## src/hw/gpio_pkg.sv

```systemverilog
// package: register map, field layout and timing constants of the pin block
package gpio_pkg;
  localparam int          NUM_PINS       = 8;
  localparam int          ADDR_W         = 12;
  localparam logic [11:0] CFG_OFFSET     = 12'h1e0;
  localparam logic [11:0] DATA_DIR_OFFSET = 12'h1e4;
  localparam logic [11:0] INT_STS_OFFSET = 12'h1e8;
  localparam logic [11:0] INT_CLR_OFFSET = 12'h1ec;
  localparam logic [11:0] INT_EN_OFFSET  = 12'h1f0;
  localparam int          CH_SEL_LSB     = 24;
  localparam int          POL_LSB        = 16;
  localparam int          EVT_OE_LSB     = 8;
  localparam int          BUF_LSB        = 0;
  localparam int          DIR_LSB        = 16;
  localparam int          DATA_LSB       = 0;
  localparam logic [7:0]  RESET_BYTE     = 8'h00;
  localparam int          CLK_PERIOD_NS  = 10;
  localparam int          MIN_PULSE_NS   = 40;
  // a level must persist longer than the minimum pulse to be recognised
  localparam int          MIN_PULSE_CYC  = (MIN_PULSE_NS + CLK_PERIOD_NS - 1) / CLK_PERIOD_NS;

  typedef struct packed {
    logic [7:0] ch_sel;
    logic [7:0] polarity;
    logic [7:0] evt_oe;
    logic [7:0] buf_pp;
  } pin_cfg_s;

  typedef struct packed {
    logic [7:0] out;
    logic [7:0] oe;
  } pin_drive_s;
endpackage : gpio_pkg

```

## src/hw/gpio_pin_config_data.sv

```systemverilog
// eight-pin general-purpose port with timer event routing, wishbone registers
`timescale 1ns/1ps
module gpio_pin_config_data
  import gpio_pkg::*;
(
  // clock and reset
  input  wire logic                    clk_i,
  input  wire logic                    rst_i,
  input  wire logic                    ce_i,
  // wishbone slave
  input  wire logic                    cyc_i,
  input  wire logic                    stb_i,
  input  wire logic                    we_i,
  input  wire logic [gpio_pkg::ADDR_W-1:0] adr_i,
  input  wire logic [3:0]              sel_i,
  input  wire logic [31:0]             dat_i,
  output logic      [31:0]             dat_o,
  output logic                         ack_o,
  // timer compare events
  input  wire logic                    evt_a_i,
  input  wire logic                    evt_b_i,
  output logic [gpio_pkg::NUM_PINS-1:0] timer_clear_o,
  // pins
  input  wire logic [gpio_pkg::NUM_PINS-1:0] pin_i,
  output logic      [gpio_pkg::NUM_PINS-1:0] pin_o,
  output logic      [gpio_pkg::NUM_PINS-1:0] pin_oe_o,
  // interrupt
  output logic                         irq_o
);
  import gpio_pkg::*;

  // ------------------------------------------------------------
  // registers
  // ------------------------------------------------------------
  pin_cfg_s   cfg;
  logic [7:0] dir;
  logic [7:0] data;
  logic [7:0] int_sts;
  logic [7:0] int_en;
  pin_drive_s drive;
  pin_drive_s next_drive;
  logic [7:0] level;
  logic [7:0] active;

  // ------------------------------------------------------------
  // bus decode
  // ------------------------------------------------------------
  wire req       = cyc_i && stb_i && !ack_o;
  wire wr        = req && we_i;
  wire hit_cfg   = (adr_i == CFG_OFFSET);
  wire hit_dd    = (adr_i == DATA_DIR_OFFSET);
  wire hit_sts   = (adr_i == INT_STS_OFFSET);
  wire hit_clr   = (adr_i == INT_CLR_OFFSET);
  wire hit_en    = (adr_i == INT_EN_OFFSET);
  wire [7:0] is_out   = dir | cfg.evt_oe;
  wire [7:0] rd_data  = (is_out & data) | (~is_out & level);
  wire [7:0] clr_mask = (wr && hit_clr && sel_i[0]) ? dat_i[7:0] : 8'h00;
  wire [31:0] rd_mux  = hit_cfg ? {cfg.ch_sel, cfg.polarity, cfg.evt_oe, cfg.buf_pp} :
                        hit_dd  ? {8'h00, dir, 8'h00, rd_data} :
                        hit_sts ? {24'h0, int_sts} :
                        hit_en  ? {24'h0, int_en} : 32'h0;

  // ------------------------------------------------------------
  // register writes and bus answer
  // ------------------------------------------------------------
  always_ff @(posedge clk_i) begin
    if (rst_i) begin
      cfg   <= '0;
      dir   <= RESET_BYTE;
      data  <= RESET_BYTE;
      int_en <= RESET_BYTE;
      ack_o <= 1'b0;
      dat_o <= 32'h0;
    end else if (ce_i) begin
      ack_o <= req;
      dat_o <= req && !we_i ? rd_mux : 32'h0;
      if (wr && hit_cfg) begin
        if (sel_i[3]) cfg.ch_sel   <= dat_i[31:24];
        if (sel_i[2]) cfg.polarity <= dat_i[23:16];
        if (sel_i[1]) cfg.evt_oe   <= dat_i[15:8];
        if (sel_i[0]) cfg.buf_pp   <= dat_i[7:0];
      end
      if (wr && hit_dd) begin
        if (sel_i[2]) dir  <= dat_i[23:16];
        if (sel_i[0]) data <= dat_i[7:0];
      end
      if (wr && hit_en && sel_i[0]) int_en <= dat_i[7:0];
    end
  end

  // ------------------------------------------------------------
  // per-pin input and output
  // ------------------------------------------------------------
  for (genvar p = 0; p < NUM_PINS; p++) begin : g_pin
    pin_level_filter #(.MIN_CYC(MIN_PULSE_CYC)) u_filt (
      .clk_i      (clk_i),
      .rst_i      (rst_i),
      .ce_i       (ce_i),
      .pin_i      (pin_i[p]),
      .polarity_i (cfg.polarity[p]),
      .level_o    (level[p]),
      .active_o   (active[p])
    );
    pin_driver u_drv (
      .data_i     (data[p]),
      .dir_i      (dir[p]),
      .evt_oe_i   (cfg.evt_oe[p]),
      .buf_pp_i   (cfg.buf_pp[p]),
      .polarity_i (cfg.polarity[p]),
      .evt_a_i    (evt_a_i),
      .evt_b_i    (evt_b_i),
      .ch_sel_i   (cfg.ch_sel[p]),
      .out_o      (next_drive.out[p]),
      .oe_o       (next_drive.oe[p])
    );
  end

  // ------------------------------------------------------------
  // status, interrupt and registered pin drive
  // ------------------------------------------------------------
  // set wins over a same-cycle clear so no level is lost
  always_ff @(posedge clk_i) begin
    if (rst_i) begin
      int_sts       <= RESET_BYTE;
      drive         <= '0;
      irq_o         <= 1'b0;
      timer_clear_o <= RESET_BYTE;
    end else if (ce_i) begin
      int_sts       <= (int_sts & ~clr_mask) | active;
      drive         <= next_drive;
      irq_o         <= |(((int_sts & ~clr_mask) | active) & int_en);
      timer_clear_o <= active;
    end
  end

  assign pin_o    = drive.out;
  assign pin_oe_o = drive.oe;
endmodule : gpio_pin_config_data

```

## src/hw/pin_driver.sv

```systemverilog
// one pin: output value and enable from direction, buffer type and event routing
`timescale 1ns/1ps
module pin_driver (
  input  wire logic data_i,
  input  wire logic dir_i,
  input  wire logic evt_oe_i,
  input  wire logic buf_pp_i,
  input  wire logic polarity_i,
  input  wire logic evt_a_i,
  input  wire logic evt_b_i,
  input  wire logic ch_sel_i,
  output logic      out_o,
  output logic      oe_o
);
  wire event_now = ch_sel_i ? evt_b_i : evt_a_i;
  wire evt_level = polarity_i ? event_now : !event_now;
  wire drv_val   = evt_oe_i ? evt_level : data_i;
  wire is_out    = evt_oe_i | dir_i;
  // open drain: only low is ever driven; buffer type never overridden
  assign out_o = buf_pp_i ? drv_val : 1'b0;
  assign oe_o  = is_out && (buf_pp_i || !drv_val);
endmodule : pin_driver

```

## src/hw/pin_level_filter.sv

```systemverilog
// one pin: synchroniser and active-level persistence detector
`timescale 1ns/1ps
module pin_level_filter #(
  parameter int MIN_CYC = 4
) (
  // clock and control
  input  wire logic clk_i,
  input  wire logic rst_i,
  input  wire logic ce_i,
  // pin side
  input  wire logic pin_i,
  input  wire logic polarity_i,
  // results
  output logic      level_o,
  output logic      active_o
);
  logic       meta;
  logic       sync;
  logic [3:0] run;
  wire        at_level = (sync == polarity_i);

  always_ff @(posedge clk_i) begin
    if (rst_i) begin
      meta <= 1'b0;
      sync <= 1'b0;
      run  <= 4'h0;
    end else if (ce_i) begin
      meta <= pin_i;
      sync <= meta;
      run  <= !at_level ? 4'h0 : (run == 4'(MIN_CYC)) ? run : run + 4'h1;
    end
  end

  assign level_o  = sync;
  assign active_o = at_level && (run == 4'(MIN_CYC));
endmodule : pin_level_filter

```

## config.mk

```make
export PLATFORM = sky130hd
export DESIGN_NAME = gpio_pin_config_data
export DESIGN_NICKNAME = d
export VERILOG_FILES = /design/src/hw/gpio_pkg.sv /design/src/hw/gpio_pin_config_data.sv /design/src/hw/pin_driver.sv /design/src/hw/pin_level_filter.sv
export SDC_FILE = /design/constraint.sdc
export NUM_CORES = 1
export LEC_CHECK = 0
export BUFFER_PORTS_ARGS = -buffer_cell sky130_fd_sc_hd__buf_2
export CAP_MARGIN = 15
export CORE_MARGIN = 2
export CORE_UTILIZATION = 50
export CTS_BUF_LIST = sky130_fd_sc_hd__clkbuf_16
export DETAILED_ROUTE_END_ITERATION = 12
export PLACE_DENSITY = 0.72
export SYNTH_ARGS = -nofsm -noshare
export SYNTH_HDL_FRONTEND = slang
export SYNTH_SLANG_ARGS = --single-unit
```

## constraint.sdc

```tcl
create_clock -name clk_i -period 3.6 [get_ports clk_i]
set_input_delay 0.72 -clock clk_i [delete_from_list [all_inputs] [get_ports clk_i]]
set_output_delay 0.72 -clock clk_i [all_outputs]
set_load 0.005 [all_outputs]
```

==> flow_metrics.env <==
export IMPL_die_h_um=128
export IMPL_synth_top_area_share_pct=44.5
export IMPL_p_per_area_nw_per_um2=456
export IMPL_die_area_um2=16300
export IMPL_seqPwrFrac_pct=47.3
export IMPL_nFillCells=1378
export IMPL_synth_most_common_cell="dfxtp_1"
export IMPL_synth_edf_count=0
export IMPL_htreeDepth=4
export IMPL_endpoint_kind="flip-flop"
export IMPL_place_ws_ns=0.620
export IMPL_clk_latency_ns=0.43
export IMPL_diodes=0
export IMPL_clockBufferDepth=2
export IMPL_drive_above_1_share_pct=17.7
export IMPL_start_util_pct=50.7
export IMPL_post_synth_num_cell_types=55
export IMPL_synth_ff_type="dfxtp_1"
export IMPL_post_cts_buffers=0
export IMPL_setup_viol=0
export IMPL_clockPowerShare_pct=46.6
export IMPL_clkTransAtPathRegs_ns=0.07
export IMPL_routabilityCongestion=0.826
export IMPL_drc=0
export IMPL_grt_pass1_vias=5837
export IMPL_rsz0062_at_grt="no"
export IMPL_period_needed_ns=2.53
export IMPL_async_flop_share_pct=0
export IMPL_synth_commonest_cells="170 x dfxtp_1, 125 x nor2_1, 91 x mux2i_1"
export IMPL_synthTopCellsByArea="dfxtp_1 45%, mux2i_1 12%, nor2_1 6.1%"
export IMPL_antenna_found_initial=0
export IMPL_fin_tns_setup_ns=0
export IMPL_fin_ws_ns=1.07
export IMPL_power_frac_comb_pct=6.1
export IMPL_core_um2=15100
export IMPL_postCtsHoldBufs=0
export IMPL_cts_tree="built"
export IMPL_p_sw_mw=0.989
export IMPL_row_count=45
export IMPL_grt_max_degree=103
export IMPL_grt_ovfl_total=0
export IMPL_required_ns=3.90
export IMPL_viasPerCell=5.64
export IMPL_max_cap_violations=0
export IMPL_io_buffers=121
export IMPL_grtUsageTotal_pct=23.8
export IMPL_io_pins=122
export IMPL_swShare_pct=24.1
export IMPL_yosysTopAreaCell="dfxtp_1"
export IMPL_intPower_mw=3.11
export IMPL_fmax_mhz=395
export IMPL_status="finished, final reports clean"
export IMPL_drtAntennaViolNets=0
export IMPL_cts_root_buffer="clkbuf_16"
export IMPL_syn_area_per_cell_um2=8.80
export IMPL_die_x_um=128
export IMPL_cts_sinks=170
export IMPL_synth_seq_cells=170
export IMPL_netlist_area_um2=7650
export IMPL_min_period_over_period_pct=70.3
export IMPL_worst_ir_drop_vdd_mv=0.370
export IMPL_syn_to_final_growth_pct=17.5
export IMPL_post_cts_resized=0
export IMPL_holdWs_ns=0.455
export IMPL_place_hpwl_mm=13.7
export IMPL_finalHoldViolations=0
export IMPL_critPathArrivalTime_ns=2.83
export IMPL_synthesis_instances=869
export IMPL_syn_num_nets=949
export IMPL_numCtsBuffers=17
export IMPL_fin_area_um2=8980
export IMPL_p_leak_nw=3.87
export IMPL_path_class="primary input to flip-flop"
export IMPL_worst_pin_slew_ns=0.840
export IMPL_ys_seq_area_share_pct=44.5
export IMPL_vias=6582
export IMPL_finClkSkew_ns=0.00813
export IMPL_grt_pass1_wl_mm=30.7
export IMPL_wire_per_inst_um=16.6
export IMPL_slew_headroom_pct=44.0
export IMPL_cp_start_kind="primary input"
export IMPL_wl_mm=19.3
export IMPL_yosys_warnings=0
export IMPL_crit_path_max_fanout=8
export IMPL_drv_slew=0
export IMPL_final_nets=1046
export IMPL_placed_cell_area_um2=8370
export IMPL_hp_class="flip-flop to flip-flop"
export IMPL_drt_initial_drc_count=516
export IMPL_firstDrtPassIters=5
[kinds of logic after synthesis]
logic type | after synthesis | share of synthesized area (%)
flops | 170 | 44.5
mux | 91 | 11.9
xor+xnor | 23 | 2.63
fa+ha+maj | 16 | 2.62
compound gates | 179 | 14.7
buf+inv | 90 | 4.61
simple gates | 300 | 19.0
[critical path, cell delays in order]
cell and delay (ns):
buf_2 0.09, or3b_1 0.41, or4_1 0.67, or3_1 0.65, mux2i_1 0.23, nor2_1 0.05
[through the flow]
stage                     total power [mW]  utilization, %  instances
after global routing                  4.24            59.5       1167
after global placement                2.22            55.4       1135
after CTS                             4.12            59.5       1167
after detailed placement              2.23            55.4       1135
final                                 4.10            59.5       1167
after floorplan                       2.13               -        869
[registers in the layout, indices dropped and copies added, names as in the netlist]
register              count
ack_o                     1
cfg                      32
dat_o                    32
data                      8
dir                       8
g_pin.u_filt.level_o      8
g_pin.u_filt.meta         8
g_pin.u_filt.run         32
int_en                    8
int_sts                   8
irq_o                     1
pin_o                     8
pin_oe_o                  8
timer_clear_o             8
[placed cells by master (no fill, tap or decap), drive strengths merged, types with 3 or more instances in the layout]
cell	instances
a2111oi	7
a211oi	7
a21oi	63
a22o	24
a22oi	11
a2bb2oi	3
a31oi	11
buf	131
bufinv	3
clkbuf	17
clkinv	6
dfxtp	170
ha	16
inv	41
mux2i	91
nand2	79
nand2b	3
nand3	4
nand3b	4
nand4	17
nand4b	6
nor2	126
nor2b	7
nor3	12
nor3b	5
nor4	10
o21ai	39
o221ai	3
or3	13
or4	4
xnor2	10
xor2	13
[power by group through the flow]
stage	clock (mW)	combinational [mW]	sequential, mW
finish	1.91	0.251	1.94
floorplan	0	0.159	1.97
global placement	0	0.244	1.98
CTS	1.93	0.251	1.94
detailed placement	0	0.248	1.98
global route	2.02	0.280	1.94
[final timing paths]
check | cells after the start | end | slack [ns] | startpoint
worst min register to register | 2 | dat_o[0] | 0.45 | dat_o[0]
worst max-delay path | 6 | cfg[2] | 1.07 | adr_i[11]
worst min-delay path | 2 | dat_o[0] | 0.45 | dat_o[0]
worst max register to register | 5 | irq_o | 1.50 | cfg[23]
[area by class of cell]
type	instances	area, um2	share of cell area, %
Multi-Input combinational cell	609	3890	43.3
Sequential cell	170	3400	37.9
Timing Repair Buffer	131	698	7.77
Clock buffer	17	425	4.74
Tap cell	188	235	2.62
Clock inverter	15	191	2.13
Inverter	37	139	1.55
[layer usage]
| metal | global-route usage [%] | part of all wire (%) | up-vias |
|---|---|---|---|
| li1 | - | - | 3259 |
| met1 | 33.5 | 47 | 3122 |
| met2 | 37.9 | 47 | 176 |
| met3 | 4.05 | 4.9 | 25 |
| met4 | 6.79 | 1.6 | 0 |
| met5 | 0 | 0 | - |
Note: power is estimated with default switching activity, not from simulation.
